File: src/hw/dwr_pkg.sv
// Purpose: Constants and carrier types for the wake-ready controller
// Assumes: Core clock at 250 MHz
// Notes: Configuration flag word is a plain input, not a register
package dwr_pkg;
    localparam int FLAG_W = 16;
    localparam int SELF_POWERED_BIT = 0;
    localparam int PIN_SEL_BIT = 12;
    localparam int POLARITY_BIT = 13;
    localparam int OUTPUT_TYPE_BIT = 14;
    localparam int INDICATION_BIT = 15;
    localparam logic [3:0] WAKE_READY_FIELD = 4'h7;
    localparam logic [1:0] WAKE_LOW_MIN = 2'h2;
    localparam logic [3:0] PULSE_CYCLES = 4'h8;

    typedef enum logic [2:0] {
        ST_STRAP = 3'b001,
        ST_WAKE_READY = 3'b010,
        ST_NORMAL = 3'b100
    } dwr_state_t;

    typedef struct packed {
        logic wakeFrame;
        logic wakePacket;
        logic linkChange;
        logic hostResume;
    } dwr_events_t;

    typedef struct packed {
        logic remoteWakeAllow;
        logic hostFeature;
        logic wakeOnFrameEn;
        logic wakeOnPacketEn;
        logic wakeOnLinkChangeEn;
    } dwr_enables_t;
endpackage : dwr_pkg

File: src/hw/dwr_wake_ctrl.sv
// Purpose: Power-up wake controller with default wake-ready mode
// Assumes: Events come from core-clock logic; strap and wake pin are async
// Notes: Inactive level of the event pin follows the polarity flag outside wake-ready
`timescale 1ns/1ps
`default_nettype none
module dwr_wake_ctrl (
    // Clock, reset, enable
    input wire logic ref_clk,
    input wire logic resetn,
    input wire logic clkEn,
    // Pins
    input wire logic strapPin,
    input wire logic external_wake_in_n,
    // Configuration and events
    input wire logic [dwr_pkg::FLAG_W-1:0] configFlag,
    input wire dwr_pkg::dwr_enables_t enables,
    input wire dwr_pkg::dwr_events_t events,
    // Outputs
    output logic power_event_out,
    output logic powerEventOe,
    output logic usbEnable,
    output logic usbLinesOe,
    output logic phyEnable,
    output logic packetDetectEn,
    output logic wakeReadyActive
);
    logic [1:0] rstSync;
    logic rstn;
    logic strapS1, strapS2, wakeS1, wakeS2;
    logic [1:0] lowCount;
    logic pinPulse;
    logic strapLatched;
    // Marks when strapS2 holds a real pin sample rather than its reset value
    logic [1:0] strapFill;
    logic eventSet;
    dwr_pkg::dwr_state_t state;
    logic wakeEvent, wakeHit, modeOk, staticLevel, activeHigh;

    always_ff @(posedge ref_clk or negedge resetn) begin
        if (!resetn) rstSync <= 2'h0;
        else rstSync <= {rstSync[0], 1'b1};
    end
    assign rstn = rstSync[1];

    // Two-flop synchronisers for pins
    always_ff @(posedge ref_clk or negedge rstn) begin
        if (!rstn) begin
            strapS1 <= 1'b0;
            strapS2 <= 1'b0;
            wakeS1 <= 1'b1;
            wakeS2 <= 1'b1;
            strapFill <= 2'h0;
        end else if (clkEn) begin
            strapS1 <= strapPin;
            strapS2 <= strapS1;
            strapFill <= {strapFill[0], 1'b1};
            wakeS1 <= external_wake_in_n;
            wakeS2 <= wakeS1;
        end
    end

    // Pulse qualifies at its rising edge after two low cycles
    always_ff @(posedge ref_clk or negedge rstn) begin
        if (!rstn) begin
            lowCount <= 2'h0;
            pinPulse <= 1'b0;
        end else if (clkEn) begin
            pinPulse <= wakeS2 && (lowCount >= dwr_pkg::WAKE_LOW_MIN);
            if (!wakeS2) lowCount <= (lowCount == 2'h3) ? lowCount : lowCount + 2'h1;
            else lowCount <= 2'h0;
        end
    end

    assign modeOk = configFlag[dwr_pkg::SELF_POWERED_BIT]
        && (configFlag[dwr_pkg::INDICATION_BIT -: 4] == dwr_pkg::WAKE_READY_FIELD);
    assign staticLevel = !configFlag[dwr_pkg::INDICATION_BIT];
    // Wake-ready forces high-active; normal follows the flag
    assign activeHigh = (state == dwr_pkg::ST_WAKE_READY)
        || configFlag[dwr_pkg::POLARITY_BIT];

    // Normal-mode wake sources
    assign wakeEvent = events.hostResume
        || (enables.remoteWakeAllow && enables.hostFeature
            && ((enables.wakeOnFrameEn && events.wakeFrame)
                || (enables.wakeOnPacketEn && events.wakePacket)
                || (enables.wakeOnLinkChangeEn && events.linkChange)
                || pinPulse));
    assign wakeHit = events.wakePacket || pinPulse;
    // One set term shared by the event flag and its checks
    assign eventSet = (state == dwr_pkg::ST_WAKE_READY && wakeHit)
        || (state == dwr_pkg::ST_NORMAL && wakeEvent);

    // Strap caught once, one clock after the synchroniser settles
    always_ff @(posedge ref_clk or negedge rstn) begin
        if (!rstn) begin
            state <= dwr_pkg::ST_STRAP;
            strapLatched <= 1'b0;
        end else if (clkEn) begin
            unique case (state)
                dwr_pkg::ST_STRAP: begin
                    // Waiting keeps the synchroniser's reset value from choosing the mode
                    if (strapFill[1]) begin
                        strapLatched <= strapS2;
                        state <= (strapS2 && modeOk) ? dwr_pkg::ST_WAKE_READY
                                                     : dwr_pkg::ST_NORMAL;
                    end
                end
                dwr_pkg::ST_WAKE_READY: if (wakeHit) state <= dwr_pkg::ST_NORMAL;
                dwr_pkg::ST_NORMAL: state <= dwr_pkg::ST_NORMAL;
                default: state <= dwr_pkg::ST_STRAP;
            endcase
        end
    end

    logic asserted;
    logic [3:0] pulseCnt;
    // Static level sticks until reset; pulse mode times out
    always_ff @(posedge ref_clk or negedge rstn) begin
        if (!rstn) begin
            asserted <= 1'b0;
            pulseCnt <= 4'h0;
        end else if (clkEn) begin
            if (eventSet) begin
                asserted <= 1'b1;
                pulseCnt <= dwr_pkg::PULSE_CYCLES;
            end else if (!staticLevel && asserted) begin
                if (pulseCnt == 4'h0) asserted <= 1'b0;
                else pulseCnt <= pulseCnt - 4'h1;
            end
        end
    end

    always_ff @(posedge ref_clk or negedge rstn) begin
        if (!rstn) begin
            power_event_out <= 1'b0;
            powerEventOe <= 1'b0;
            usbEnable <= 1'b0;
            usbLinesOe <= 1'b0;
            phyEnable <= 1'b0;
            packetDetectEn <= 1'b0;
            wakeReadyActive <= 1'b0;
        end else if (clkEn) begin
            power_event_out <= activeHigh ? asserted : !asserted;
            powerEventOe <= configFlag[dwr_pkg::PIN_SEL_BIT];
            usbEnable <= (state == dwr_pkg::ST_NORMAL);
            usbLinesOe <= (state == dwr_pkg::ST_NORMAL);
            phyEnable <= (state != dwr_pkg::ST_STRAP);
            packetDetectEn <= (state != dwr_pkg::ST_STRAP);
            wakeReadyActive <= (state == dwr_pkg::ST_WAKE_READY);
        end
    end

    // Elaboration checks: the field compare needs four adjacent bits in the word
    if (dwr_pkg::INDICATION_BIT - dwr_pkg::PIN_SEL_BIT != 3
        || dwr_pkg::INDICATION_BIT >= dwr_pkg::FLAG_W) begin : g_field_check
        $error("Event flag field does not fit the flag word");
    end
    // A zero minimum would treat an idle pin as a finished pulse
    if (dwr_pkg::WAKE_LOW_MIN == 2'h0) begin : g_low_check
        $error("Wake pin minimum low time must be nonzero");
    end

    chk_lines_tristate: assert property (@(posedge ref_clk) disable iff (!rstn)
        clkEn && state == dwr_pkg::ST_WAKE_READY |=> !usbLinesOe && !usbEnable)
        else $error("USB lines driven in wake-ready");
    chk_packet_wakes: assert property (@(posedge ref_clk) disable iff (!rstn)
        clkEn && state == dwr_pkg::ST_WAKE_READY && events.wakePacket
        |=> asserted && state == dwr_pkg::ST_NORMAL)
        else $error("Wake packet missed");
    chk_static_holds: assert property (@(posedge ref_clk) disable iff (!rstn)
        asserted && staticLevel |=> asserted)
        else $error("Static event dropped");
    chk_strap_low: assert property (@(posedge ref_clk) disable iff (!rstn)
        clkEn && state == dwr_pkg::ST_STRAP && strapFill[1] && !strapS2
        |=> state == dwr_pkg::ST_NORMAL)
        else $error("Low strap did not go normal");
    chk_self_power: assert property (@(posedge ref_clk) disable iff (!rstn)
        clkEn && state == dwr_pkg::ST_STRAP && !configFlag[dwr_pkg::SELF_POWERED_BIT]
        |=> state != dwr_pkg::ST_WAKE_READY)
        else $error("Wake-ready without self power");
    chk_high_active: assert property (@(posedge ref_clk) disable iff (!rstn)
        clkEn && state == dwr_pkg::ST_WAKE_READY |=> power_event_out == $past(asserted))
        else $error("Event polarity wrong");
    chk_pin_pulse: assert property (@(posedge ref_clk) disable iff (!rstn)
        clkEn && $rose(wakeS2) && lowCount >= dwr_pkg::WAKE_LOW_MIN |=> pinPulse)
        else $error("Pin pulse missed");
    chk_phy_on: assert property (@(posedge ref_clk) disable iff (!rstn)
        clkEn && state == dwr_pkg::ST_WAKE_READY |=> phyEnable && packetDetectEn)
        else $error("PHY off in wake-ready");
    // A strap still high at the decision, with modeOk, must land in wake-ready
    chk_strap_high: assert property (@(posedge ref_clk) disable iff (!rstn)
        clkEn && state == dwr_pkg::ST_STRAP && strapFill[1] && strapS2 && modeOk
        |=> state == dwr_pkg::ST_WAKE_READY && strapLatched)
        else $error("High strap did not enter wake-ready");
    chk_strap_wait: assert property (@(posedge ref_clk) disable iff (!rstn)
        state == dwr_pkg::ST_STRAP && !strapFill[1] |=> state == dwr_pkg::ST_STRAP)
        else $error("Mode chosen before strap settled");
    chk_mode_kept: assert property (@(posedge ref_clk) disable iff (!rstn)
        state == dwr_pkg::ST_NORMAL |=> state == dwr_pkg::ST_NORMAL)
        else $error("Normal mode left before reset");
    chk_pin_short: assert property (@(posedge ref_clk) disable iff (!rstn)
        clkEn && $rose(wakeS2) && lowCount < dwr_pkg::WAKE_LOW_MIN |=> !pinPulse)
        else $error("Short pin pulse taken as wake");
    chk_usb_normal: assert property (@(posedge ref_clk) disable iff (!rstn)
        clkEn && state == dwr_pkg::ST_NORMAL |=> usbEnable && usbLinesOe)
        else $error("USB off in normal mode");
    chk_host_resume: assert property (@(posedge ref_clk) disable iff (!rstn)
        clkEn && state == dwr_pkg::ST_NORMAL && events.hostResume |=> asserted)
        else $error("Host resume ignored");
    chk_wake_gated: assert property (@(posedge ref_clk) disable iff (!rstn)
        clkEn && state == dwr_pkg::ST_NORMAL && !asserted && !events.hostResume
        && !(enables.remoteWakeAllow && enables.hostFeature) |=> !asserted)
        else $error("Remote wake without allow and feature");
    chk_pulse_ends: assert property (@(posedge ref_clk) disable iff (!rstn)
        clkEn && asserted && !staticLevel && pulseCnt == 4'h0 && !eventSet |=> !asserted)
        else $error("Pulse output did not end");
    chk_pin_routed: assert property (@(posedge ref_clk) disable iff (!rstn)
        clkEn |=> powerEventOe == $past(configFlag[dwr_pkg::PIN_SEL_BIT]))
        else $error("Event pin select not followed");
    chk_frozen_state: assert property (@(posedge ref_clk) disable iff (!rstn)
        !clkEn |=> $stable(state) && $stable(asserted))
        else $error("State moved with clock enable low");
endmodule : dwr_wake_ctrl
`default_nettype wire

File: config.mk
export PLATFORM = sky130hd
export DESIGN_NAME = dwr_wake_ctrl
export DESIGN_NICKNAME = d
export VERILOG_FILES = /design/src/hw/dwr_pkg.sv /design/src/hw/dwr_wake_ctrl.sv
export SDC_FILE = /design/constraint.sdc
export NUM_CORES = 1
export LEC_CHECK = 0
export BUFFER_PORTS_ARGS = -buffer_cell sky130_fd_sc_hd__buf_2
export CAP_MARGIN = 25
export CORE_MARGIN = 5
export CORE_UTILIZATION = 56
export CTS_BUF_LIST = sky130_fd_sc_hd__clkbuf_4 sky130_fd_sc_hd__clkbuf_8
export CTS_CLUSTER_DIAMETER = 80
export DETAILED_ROUTE_END_ITERATION = 10
export MAX_ROUTING_LAYER = met4
export PLACE_DENSITY = 0.86
export SLEW_MARGIN = 20
export SYNTH_ARGS = -nofsm -noshare
export SYNTH_HDL_FRONTEND = slang
export SYNTH_SLANG_ARGS = --single-unit
File: constraint.sdc
create_clock -name ref_clk -period 1 [get_ports ref_clk]
set_input_delay 0.1 -clock ref_clk [delete_from_list [all_inputs] [get_ports ref_clk]]
set_output_delay 0.1 -clock ref_clk [all_outputs]
set_load 0.01 [all_outputs]
Word level (Yosys, flattened, before mapping)
Cells that the tools add are included.
{"block": "word_totals", "ff_bits": 24, "in_bits": 30, "out_inout_bits": 7, "word_cells": 68}
{"block": "op_classes", "addsub": 2, "magnitude_cmp": 1, "n_eq_ne": 10, "n_mux": 13, "n_reduce_logical": 26}
{"operator": "4-bit 2-to-1 mux", "count": 3}
{"operator": "1-bit logical AND", "count": 11}
{"operator": "3-bit 2-to-1 mux", "count": 3}
{"operator": "3-bit one-hot mux with 3 select lines", "count": 1}
{"operator": "3-bit AND reduction", "count": 3}
{"operator": "2-bit inequality test, second input constant", "count": 4}
{"operator": "1-bit logical OR", "count": 7}
{"operator": "4-bit by 3-bit equality test with 1-bit output, second input constant", "count": 1}
{"operator": "4-bit zero test", "count": 1}
{"operator": "1-bit 2-to-1 mux", "count": 4}
{"operator": "2-bit 2-to-1 mux", "count": 2}
{"operator": "2-bit nonzero test", "count": 2}
{"operator": "4-bit by 1-bit subtractor with 4-bit output, second input constant", "count": 1}
{"operator": "3-bit by 1-bit equality test with 1-bit output, second input constant", "count": 1}
{"operator": "3-bit by 2-bit equality test with 1-bit output, second input constant", "count": 1}
{"operator": "3-bit equality test, second input constant", "count": 1}
{"operator": "3-bit by 1-bit inequality test with 1-bit output, second input constant", "count": 1}
{"operator": "2-bit by 1-bit adder with 2-bit output, second input constant", "count": 1}
{"operator": "2-bit equality test, second input constant", "count": 1}
{"operator": "2-bit greater-or-equal comparator, second input constant", "count": 1}
{"operator": "2-bit AND reduction", "count": 1}
{"operator": "1-bit zero test", "count": 1}

Logic depth before layout (Yosys ltp)
Gate-level depths: netlist (run 1).
{"block": "depth", "word_depth": 10, "mapped_depth": 7}

Worst setup path after synthesis (run 1)
OpenSTA, ideal clock, no wires.
{"block": "synth_timing", "path_kind": "register -> register", "startpoint": "reg pulseCnt[0]", "endpoint": "reg pulseCnt[2]", "arrival_ps": 1494, "t_required_ps": 876, "slack_ps": -618, "path_stages_with_launch": 8, "cell_sequence": "dfrtp_1 -> inv_1 -> ha_1 -> or3b_1 -> and4_4 -> and3_4 -> o21bai_1 -> o21ai_1"}
{"block": "synth_between", "elab_chain_cells": 4, "elab_cells_between_ends": 7, "cone_classes": "add/sub (1); eq/ne (1); mux (3); reduce/logical (2)"}
{"element": "start: declaration", "line": "dwr_wake_ctrl.sv:116", "source": "logic [3:0] pulseCnt;"}
{"element": "start signal: assignment", "line": "dwr_wake_ctrl.sv:125", "source": "pulseCnt <= dwr_pkg::PULSE_CYCLES;"}
{"element": "start signal: assignment", "line": "dwr_wake_ctrl.sv:128", "source": "else pulseCnt <= pulseCnt - 4'h1;"}
{"element": "4-bit by 1-bit subtractor with 4-bit output", "line": "dwr_wake_ctrl.sv:128"}
{"element": "4-bit 2-to-1 mux", "line": "dwr_wake_ctrl.sv:127", "source": "if (pulseCnt == 4'h0) asserted <= 1'b0;"}
{"element": "4-bit 2-to-1 mux", "line": "dwr_wake_ctrl.sv:126", "source": "end else if (!staticLevel && asserted) begin"}
{"element": "4-bit 2-to-1 mux", "line": "dwr_wake_ctrl.sv:123", "source": "if (eventSet) begin"}
Parallel ways exist; a longest one is shown, timed or not. The select of a mux whose other input is x is not followed.
A chain may end at the register's enable or synchronous reset.

Final worst setup path (run 1)
Same ends and word-level chain as after synthesis.

==> results of run 1 <==
Yosys cell counts, types with 3 or more instances:
library cell / n / share of area
a21oi_1: 8 / 0.033
dfrtp_1: 21 / 0.43
dfstp_2: 3 / 0.064
ha_1: 4 / 0.041
inv_1: 9 / 0.028
mux2_2: 8 / 0.073
nand2_1: 5 / 0.015
nor2_1: 7 / 0.021
nor2b_1: 3 / 0.015
nor3_1: 3 / 0.012
nor3b_1: 5 / 0.031
per-stage QoR:
step / power (mW) / hold WS (ps)
2_1_floorplan: 2.58 / -196
3_3_place_gp: 3.19 / -116
3_5_place_dp: 3.34 / -113
4_1_cts: 4.36 / 10.8
5_1_grt: 4.98 / 24.1
6_report: 4.74 / 6.59
path summary, 6_finish.rpt:
path	from	end	slack, ps	cells after the start
setup / recovery	pulseCnt[0]	pulseCnt[2]	-630	7
hold / removal	external_wake_in_n	wakeS1	7	2
setup reg to reg	pulseCnt[0]	pulseCnt[2]	-630	7
hold reg to reg	rstSync[1]	power_event_out	220	1
max in group asynchronous	rstSync[1]	state[0]	500	1
min in group asynchronous	resetn	rstSync[1]	80	2
per-layer routing:
| metal | share of wire | wire (µm) | vias to the layer above |
|---|---|---|---|
| met3 | 0.062 | 250 | 27 |
| met1 | 0.38 | 1530 | 580 |
| met2 | 0.49 | 1970 | 74 |
| met4 | 0.069 | 277 | 0 |
| li1 | - | - | 532 |
| met5 | 0 | 0 | - |
state kept, by name, summed over array words and instances, names as in the netlist, 2 cells and up:
| signal | cells |
|---|---|
| state | 3 |
| lowCount | 2 |
| strapFill | 2 |
| pulseCnt | 4 |
| rstSync | 2 |
area by class of cell:
cell class / count / area [µm²]
Tap cell: 28 / 35.0
Timing Repair Buffer: 67 / 508
Clock buffer: 4 / 30.0
Sequential cell: 24 / 607
Fill cell: 91 / 233
Inverter: 9 / 36.3
Multi-Input combinational cell: 75 / 699
power by group:
part	switching, mW	internal (mW)	total, mW
registers	0.282	1.27	1.55
logic	1.23	1.49	2.72
clock network	0.295	0.183	0.478
timing repair:
item                       4_1_cts  5_1_grt
hold buffers                     1        1
pin swaps                       14        8
setup endpoints to repair       15       20
setup buffers                   11        4
gates resized for setup         27        7
hold endpoints to repair         2        1
worst max-delay path: stages, from the launching register on:
cell      delay (ps)
dfrtp_1          430
inv_2             90
ha_4             110
or3b_4           380
and4_4           180
and3_4           150
o21bai_1         120
o21ai_1           80
logic make-up (layout without fill, tap and decap cells):
family	after synthesis	in the layout
adders and majority gates	4	4
DFF	24	24
muxes	8	8
AOI/OAI and AO/OA	27	27
buffers and inverters	15	80
other	1	1
xor gates and xnor gates	1	1
and+or+nand+nor	34	34
==> impl_metrics.py, run 1 <==
metrics = {
    "placement": {
        "gp_congestion": 0.845,
        "dp_slack_ps": -632,
        "dp_hpwl_um": 2200,
        "place_area_um2": 1620,
        "io_buffers": 25,
        "dpl.cell_count": 188,
    },
    "clock_network": {
        "clkLatencyLatePin_ps": 320,
        "clk_pin_slew_ps": 130,
        "cts_tree": "built",
        "cts.sinks": 24,
        "htreeDepth": 1,
        "numCtsBuffers": 3,
        "clockBufferDepth": 2,
        "root_buffer": "clkbuf_4",
    },
    "final_layout": {
        "final_util": 0.892,
        "n_antenna_cell": 0,
        "drive_gt1_frac": 0.648,
        "fin_cells": 207,
        "layout.cells.most_common": "buf_4",
        "final_cell_mix": "buf_4, buf_2, dfrtp_1",
        "fin_area_um2": 1920,
        "nets": 214,
        "syn_to_final_growth_pct": 56.2,
    },
    "sta": {
        "period_share": 1.63,
        "hold_viol_final": 0,
        "rsz0062_at_grt": "true",
        "setup_viol": 15,
        "setup-tns-final_ps": -5490,
        "fmax_mhz": 612,
        "fin_skew_ps": 5.10,
        "maxSlewViolCount": 0,
        "timing.final.ws_setup_ps": -635,
        "min_period_ps": 1630,
    },
    "floorplanning": {
        "dieArea_um2": 3230,
        "coreArea_um2": 2150,
        "die_h_um": 56.8,
        "initial_utilization": 0.571,
        "row_count": 17,
        "die_w_um": 56.8,
        "io_pins": 37,
    },
    "synth": {
        "ys.flop_type": "dfrtp_1",
        "synthMuxAreaShare": 0.0735,
        "seq_area_frac_synth": 0.493,
        "synthAdderAreaFrac": 0.0408,
        "synth-async-reset-ratio": 1.00,
        "synth-edff-count": 0,
        "synth_cell_types": 40,
        "post_synth_and_or_nand_nor_area_fraction": 0.165,
        "ys_ff_latch": 24,
        "synth_nets": 148,
        "synth_warnings": 0,
        "synth_cells": 114,
        "avgSynthCellArea_um2": 10.8,
        "synth_compound_area_frac": 0.157,
        "netlist_area_um2": 1230,
        "synth_top_family_by_area": "simple AND/OR/NAND/NOR gates",
        "synth-xor-area-share": 0.00714,
    },
    "grt": {
        "grt_max_degree": 23,
        "grt_use_total": 0.264,
        "antenna_found_initial": 0,
        "grt_pass1_wl_um": 6330,
        "grtUsageMet2": 0.447,
        "grt_remaining_overflow": 0,
        "grt_util_met1": 0.292,
        "grt_busiest_layer": "met2",
        "grt_pass1_vias": 1338,
        "grt_use_met3": 0.0506,
    },
    "worst_setup_path": {
        "criticalPathCategory": "reg -> reg",
        "arrival_ps": 1860,
        "cp_max_fo": 3,
        "endpoint_kind": "register",
        "worst_setup_path_start_kind": "register",
        "worstPathRequired_ps": 1220,
    },
    "power_and_ir_drop": {
        "vdd_drop_max_uv": 2040,
        "powerDensity_nw_per_um2": 2480,
        "p_leak_nw": 0.879,
    },
    "detailed_routing": {
        "antenna_left": 0,
        "vias_per_cell": 5.86,
        "drtIter0Drc": 39,
        "drc": 0,
        "num_vias": 1213,
        "post_drt_wl_per_cell_um": 19.4,
        "first_pass_iters": 4,
        "wl_um": 4030,
    },
    "job": {
        "cap_violations": 0,
    },
    "run_status": {
        "violations": "setup timing",
        "outcome": "complete, but fails checks",
    },
    "min_path": {
        "hold_path_class": "in -> reg",
    },
}
Power figures use the tool's default switching activity.
==> run 2: changes to the inputs <==
--- a/config.mk
+++ b/config.mk
@@ -5,15 +5,17 @@
 export SDC_FILE = /design/constraint.sdc
 export NUM_CORES = 1
 export LEC_CHECK = 0
-export BUFFER_PORTS_ARGS = -buffer_cell sky130_fd_sc_hd__buf_2
+export ABC_AREA = 1
 export CAP_MARGIN = 25
 export CORE_MARGIN = 5
-export CORE_UTILIZATION = 56
+export CORE_UTILIZATION = 60
 export CTS_BUF_LIST = sky130_fd_sc_hd__clkbuf_4 sky130_fd_sc_hd__clkbuf_8
 export CTS_CLUSTER_DIAMETER = 80
 export DETAILED_ROUTE_END_ITERATION = 10
+export DONT_BUFFER_PORTS = 1
 export MAX_ROUTING_LAYER = met4
-export PLACE_DENSITY = 0.86
+export PLACE_DENSITY = 0.76
+export SKIP_LAST_GASP = 1
 export SLEW_MARGIN = 20
 export SYNTH_ARGS = -nofsm -noshare
 export SYNTH_HDL_FRONTEND = slang
==> impl_metrics.py, run 2 <==
metrics = {
    "sta": {
        "maxSlewViolCount": 0,
        "setup-tns-final_ps": -3350,
        "setup_viol": 14,
        "fin_hold_ws_ps": -183,
        "rsz0062_at_grt": "true",
        "hold_viol_final": 9,
        "fin_skew_ps": 9.54,
        "period_share": 1.38,
        "min_period_ps": 1380,
        "fmax_mhz": 725,
        "timing.final.ws_setup_ps": -379,
    },
    "power_and_ir_drop": {
        "pwr-share-seq": 0.357,
        "internal-power_mw": 2.56,
        "swShare": 0.382,
        "p_clk_frac": 0.129,
        "p_leak_nw": 0.825,
        "powerDensity_nw_per_um2": 2500,
        "vdd_drop_max_uv": 1890,
        "p_total_mw": 4.14,
        "p_comb_frac": 0.515,
        "switchingPower_mw": 1.58,
    },
    "synth": {
        "post_synth_and_or_nand_nor_area_fraction": 0.270,
        "synth_compound_area_frac": 0.0826,
        "synthAdderAreaFrac": 0.0413,
        "yosysMostFrequentCell": "nand2_1",
        "synth-edff-count": 0,
        "yosysTopAreaCellShare": 0.434,
        "synth_warnings": 0,
        "synth_commonest_cells": "nand2_1, dfrtp_1, inv_1",
        "seq_area_frac_synth": 0.499,
        "synth_cell_types": 27,
        "synth-xor-area-share": 0.0145,
        "ys_ff_latch": 24,
        "synth_top_family_by_area": "simple AND/OR/NAND/NOR gates",
        "avgSynthCellArea_um2": 8.65,
        "netlist_area_um2": 1210,
        "synth_area_leaders": "dfrtp_1, nand2_1, dfstp_2, inv_1, ha_1",
        "synth-async-reset-ratio": 1.00,
        "synth_nets": 174,
        "ys.flop_type": "dfrtp_1",
        "yosysTopAreaCell": "dfrtp_1",
        "synth_cells": 140,
        "synthMuxAreaShare": 0.00930,
    },
    "worst_setup_path": {
        "endpoint_kind": "register",
        "rr_startpoint": "pulseCnt[1]",
        "path_depth": 6,
        "crit_chain": "inv_1, ha_1, nand3_2, nand4_1, nand3_1, nand2_1",
        "criticalPathCategory": "reg -> reg",
        "worstPathRequired_ps": 1240,
        "crit_end": "pulseCnt[0]",
        "startpoint": "pulseCnt[1]",
        "r2r-end": "pulseCnt[0]",
        "worst_setup_path_start_kind": "register",
        "regToRegSetupSlack_ps": -380,
        "crit_family": "simple AND/OR/NAND/NOR gates",
        "cp_max_fo": 5,
        "reg2reg_depth": 6,
        "crit_buf_inv": 1,
        "max_stage_delay_ps": 390,
        "crit_slowest_cell": "dfrtp_1",
        "arrival_ps": 1620,
    },
    "floorplanning": {
        "die_h_um": 54.9,
        "dieArea_um2": 3020,
        "coreArea_um2": 1940,
        "row_count": 16,
        "die_w_um": 54.9,
        "io_pins": 37,
        "initial_utilization": 0.624,
    },
    "placement": {
        "io_buffers": 0,
        "dpl.cell_count": 186,
        "gp_congestion": 0.852,
        "dp_hpwl_um": 1980,
        "dp_slack_ps": -344,
    },
    "grt": {
        "antenna_found_initial": 0,
        "grt_pass1_vias": 1119,
        "grt_pass1_wl_um": 4800,
        "grt_remaining_overflow": 0,
        "grt_max_degree": 14,
        "grtUsageMet2": 0.429,
        "grt_busiest_layer": "met2",
        "grt_use_met3": 0.0188,
        "grt_util_met1": 0.260,
        "grt_use_total": 0.237,
    },
    "final_layout": {
        "syn_to_final_growth_pct": 36.8,
        "layout.cells.most_common": "nand2_1",
        "drive_gt1_frac": 0.395,
        "n_antenna_cell": 0,
        "fin_cells": 204,
        "reg.largest.list": "pulseCnt: 4 flops, state: 3 flops",
        "final_cell_mix": "nand2_1, buf_4, dfrtp_1",
        "nets": 212,
        "regMostFlops": "pulseCnt",
        "largest_register_ffs": 4,
    },
    "job": {
        "cap_violations": 0,
    },
    "run_status": {
        "outcome": "complete, but fails checks",
        "violations": "hold timing, setup timing",
    },
    "min_path": {
        "hold_path_class": "in -> reg",
    },
    "detailed_routing": {
        "vias_per_cell": 5.58,
        "wl_um": 3410,
        "antenna_left": 0,
        "drc": 0,
        "first_pass_iters": 4,
        "post_drt_wl_per_cell_um": 16.7,
        "drtIter0Drc": 73,
        "num_vias": 1138,
    },
    "clock_network": {
        "cts_tree": "built",
        "clkLatencyLatePin_ps": 330,
        "cts.sinks": 24,
        "hold_buffers": 5,
        "htreeDepth": 1,
        "clockBufferDepth": 2,
        "root_buffer": "clkbuf_4",
        "clk_pin_slew_ps": 140,
        "numCtsBuffers": 3,
    },
}
## run 2: cell count changes in the layout (fill, tap and decap cells not counted), moves of 3 or more
cell | before | now
a21oi_1 | 6 | 0
a21oi_2 | 3 | 0
buf_2 | 25 | 0
buf_6 | 10 | 3
dlygate4sd3_1 | 2 | 5
inv_1 | 4 | 13
mux2_2 | 6 | 0
nand2_1 | 4 | 40
nand2_4 | 0 | 3
nand3_1 | 1 | 6
nor3b_2 | 5 | 0
o21ai_1 | 3 | 8
## run 2: layout make-up
class | count | area (µm²)
Clock buffer | 4 | 36.3
Inverter | 18 | 67.6
Tap cell | 27 | 33.8
Timing Repair Buffer | 37 | 302
Multi-Input combinational cell | 94 | 612
Sequential cell | 24 | 606
Fill cell | 101 | 285
## run 2: routing by layer
layer / wire length [µm] / up-vias
met5: 0 / -
met4: 107 / 0
met3: 210 / 13
met2: 1850 / 57
met1: 1240 / 550
li1: - / 518
## run 2: worst min path at each step
stage | startpoint | endpoint | slack (ps) | cells after the start
3_3_place_gp | resetn | rstSync[0] | -200 | 0
2_1_floorplan | resetn | rstSync[0] | -200 | 0
6_report | clkEn | wakeS2 | -180 | 1
5_1_grt | clkEn | wakeS2 | -170 | 1
3_5_place_dp | resetn | rstSync[1] | -200 | 0
4_1_cts | clkEn | wakeS2 | -160 | 1
## run 2: cell families (layout without fill, tap and decap cells)
kind of cell / count (synthesis) / in the layout
compound gates: 16 / 16
fa+ha+maj: 4 / 4
xor+xnor: 2 / 2
simple gates: 70 / 70
mux: 1 / 1
buf+inv: 22 / 59
other cells: 1 / 1
flops: 24 / 24
## run 2: stage by stage
stage | utilization | cell area, µm²
finish | 0.853 | 1660
detailed placement | 0.719 | 1400
global route | 0.853 | 1660
CTS | 0.801 | 1560
floorplan | - | 1220
global placement | 0.719 | 1400
## run 2: power by group through the flow
stage / Sequential, mW / Combinational, mW / Clock (mW)
final: 1.48 / 2.13 / 0.532
after detailed placement: 1.46 / 1.50 / 0
after CTS: 1.45 / 1.73 / 0.517
after floorplan: 1.47 / 0.868 / 0
after global placement: 1.45 / 1.43 / 0
after global routing: 1.50 / 2.33 / 0.578
## run 2: what timing repair did
action                                  CTS  global route
endpoints found under the setup margin   15            17
resized for setup                        11            19
pin swaps                                 5             3
hold endpoints to repair                 13             7
buffers inserted                          7             3
## run 2: worst register-to-register path, delay by kind of cell, from the launching register on
| kind | cells | cell delay, ps |
|---|---|---|
| adder cells (fa/ha/maj) | 1 | 190 |
| buffers and inverters | 1 | 70 |
| flip-flops | 1 | 390 |
| AND/OR/NAND/NOR | 4 | 640 |
==> run 3: changes to the inputs <==
--- a/config.mk
+++ b/config.mk
@@ -7,14 +7,16 @@
 export LEC_CHECK = 0
 export ABC_AREA = 1
 export CAP_MARGIN = 25
+export CELL_PAD_IN_SITES_DETAIL_PLACEMENT = 0
+export CELL_PAD_IN_SITES_GLOBAL_PLACEMENT = 1
 export CORE_MARGIN = 5
-export CORE_UTILIZATION = 60
+export CORE_UTILIZATION = 51
 export CTS_BUF_LIST = sky130_fd_sc_hd__clkbuf_4 sky130_fd_sc_hd__clkbuf_8
 export CTS_CLUSTER_DIAMETER = 80
 export DETAILED_ROUTE_END_ITERATION = 10
 export DONT_BUFFER_PORTS = 1
 export MAX_ROUTING_LAYER = met4
-export PLACE_DENSITY = 0.76
+export PLACE_DENSITY_LB_ADDON = 0.1
 export SKIP_LAST_GASP = 1
 export SLEW_MARGIN = 20
 export SYNTH_ARGS = -nofsm -noshare
==> impl_metrics.py, run 3 (same netlist as run 2, synthesis figures left out) <==
metrics = {
    "run_status": {
        "outcome": "complete, but fails checks",
        "violations": "hold timing, setup timing",
    },
    "worst_setup_path": {
        "endpoint_kind": "register",
        "max_stage_delay_ps": 580,
        "crit_slowest_cell": "dfstp_2",
        "arrival_ps": 1520,
        "crit_family": "flip-flops",
        "crit_buf_inv": 1,
        "worstPathRequired_ps": 1240,
        "cp_max_fo": 6,
        "crit_chain": "inv_4, nand3_4, o21bai_4, nand2_4, nand2_4, nand2_4, nand2_1, nand2_1",
        "startpoint": "state[0]",
        "worst_setup_path_start_kind": "register",
        "cp_common_cell": "nand2_4",
        "rr_startpoint": "state[0]",
        "criticalPathCategory": "reg -> reg",
    },
    "placement": {
        "place_area_um2": 1400,
        "gp_congestion": 0.775,
        "io_buffers": 0,
        "dp_hpwl_um": 1930,
    },
    "floorplanning": {
        "dieArea_um2": 3450,
        "coreArea_um2": 2230,
        "row_count": 17,
        "die_w_um": 58.7,
        "die_h_um": 58.7,
        "io_pins": 37,
        "initial_utilization": 0.542,
    },
    "clock_network": {
        "clockBufferDepth": 2,
        "cts_tree": "built",
        "root_buffer": "clkbuf_4",
        "clk_pin_slew_ps": 140,
        "numCtsBuffers": 3,
        "hold_buffers": 5,
        "clkLatencyLatePin_ps": 330,
        "htreeDepth": 1,
        "cts.sinks": 24,
    },
    "grt": {
        "antenna_found_initial": 0,
        "grt_pass1_wl_um": 4570,
        "grt_max_degree": 16,
        "grt_pass1_vias": 1070,
        "grt_remaining_overflow": 0,
        "grt_use_total": 0.179,
    },
    "final_layout": {
        "final_cell_mix": "nand2_1, buf_4, dfrtp_1",
        "syn_to_final_growth_pct": 34.8,
        "reg.largest.list": "pulseCnt: 4 flops, state: 3 flops",
        "largest_register_ffs": 4,
        "n_fill_cell": 171,
        "regMostFlops": "pulseCnt",
        "nets": 211,
        "final_util": 0.731,
        "fin_area_um2": 1630,
        "layout.cells.most_common": "nand2_1",
        "drive_gt1_frac": 0.358,
        "n_antenna_cell": 0,
    },
    "detailed_routing": {
        "wl_um": 2570,
        "antenna_left": 0,
        "drtIter0Drc": 12,
        "num_vias": 1013,
        "drc": 0,
        "vias_per_cell": 4.97,
        "first_pass_iters": 4,
        "post_drt_wl_per_cell_um": 12.6,
    },
    "power_and_ir_drop": {
        "p_leak_nw": 0.819,
        "internal-power_mw": 2.66,
        "pwr-share-seq": 0.358,
        "powerDensity_nw_per_um2": 2500,
        "vdd_drop_max_uv": 1670,
        "switchingPower_mw": 1.42,
        "p_comb_frac": 0.465,
        "swShare": 0.348,
        "p_clk_frac": 0.177,
    },
    "sta": {
        "fin_skew_ps": 3.71,
        "setup_viol": 12,
        "fin_hold_ws_ps": -192,
        "maxSlewViolCount": 0,
        "rsz0062_at_grt": "true",
        "period_share": 1.28,
        "min_period_ps": 1280,
        "timing.final.ws_setup_ps": -276,
        "fmax_mhz": 784,
        "setup-tns-final_ps": -2640,
        "hold_viol_final": 11,
    },
    "job": {
        "cap_violations": 0,
    },
    "min_path": {
        "hold_path_class": "in -> reg",
        "min-delay-start": "clkEn",
    },
}
-- run 3: cell count changes in the layout (fill, tap and decap cells not counted), sizes merged --
cell / previous run / this run
clkbuf: 4 / 3
buf: 32 / 31
bufinv: 0 / 1
-- run 3: layout make-up --
type	instances	area, µm²	area share
well taps	28	35.0	0.0215
clock inverters	1	30.0	0.0184
repair buffers	36	287	0.175
inverters	18	70.1	0.0429
flip-flops and latches	24	606	0.371
multi-input cells	94	583	0.357
clock buffers	3	22.5	0.0138
-- run 3: final timing paths --
check	end	slack, ps	cells after the start
max in group asynchronous	rstSync[0]	360	2
min in group asynchronous	lowCount[1]	160	1
hold reg to reg	lowCount[1]	160	1
setup reg to reg	pulseCnt[0]	-280	8
setup / recovery	pulseCnt[0]	-280	8
hold / removal	wakeS2	-190	1
-- run 3: power by group through the flow --
stage / Sequential (mW) / Clock [mW] / Combinational, mW
finish: 1.46 / 0.722 / 1.90
global route: 1.49 / 0.754 / 2.13
CTS: 1.43 / 0.720 / 1.78
detailed placement: 1.45 / 0 / 1.51
global placement: 1.44 / 0 / 1.46
floorplan: 1.47 / 0 / 0.868
-- run 3: worst reg2reg max path: stages, from the launching register on --
cell      delay [ps]
dfstp_2          580
inv_4             50
nand3_4           70
o21bai_4         140
nand2_4           90
nand2_4           90
nand2_4           70
nand2_1           60
nand2_1           40
-- run 3: what timing repair did --
action | in CTS | in global routing
gates cloned | 0 | 0
setup buffers | 6 | 3
setup endpoints to repair | 14 | 17
resized for setup | 15 | 9
pin swaps | 5 | 6
endpoints found under the hold margin | 15 | 7
-- run 3: metrics by stage --
stage               instances  power, mW  setup WS, ps
global route              204       4.38          -366
finish                    204       4.08          -276
global placement          187       2.90          -347
detailed placement        187       2.96          -372
CTS                       201       3.93          -300
floorplan                 140       2.34          -206
-- run 3: layer usage --
| layer | global-route usage | share of wire | up-vias |
|---|---|---|---|
| li1 | - | - | 516 |
| met2 | 0.298 | 0.49 | 19 |
| met4 | 0.0680 | 0.020 | 0 |
| met1 | 0.215 | 0.43 | 474 |
| met3 | 0.0307 | 0.057 | 4 |
| met5 | - | 0 | - |
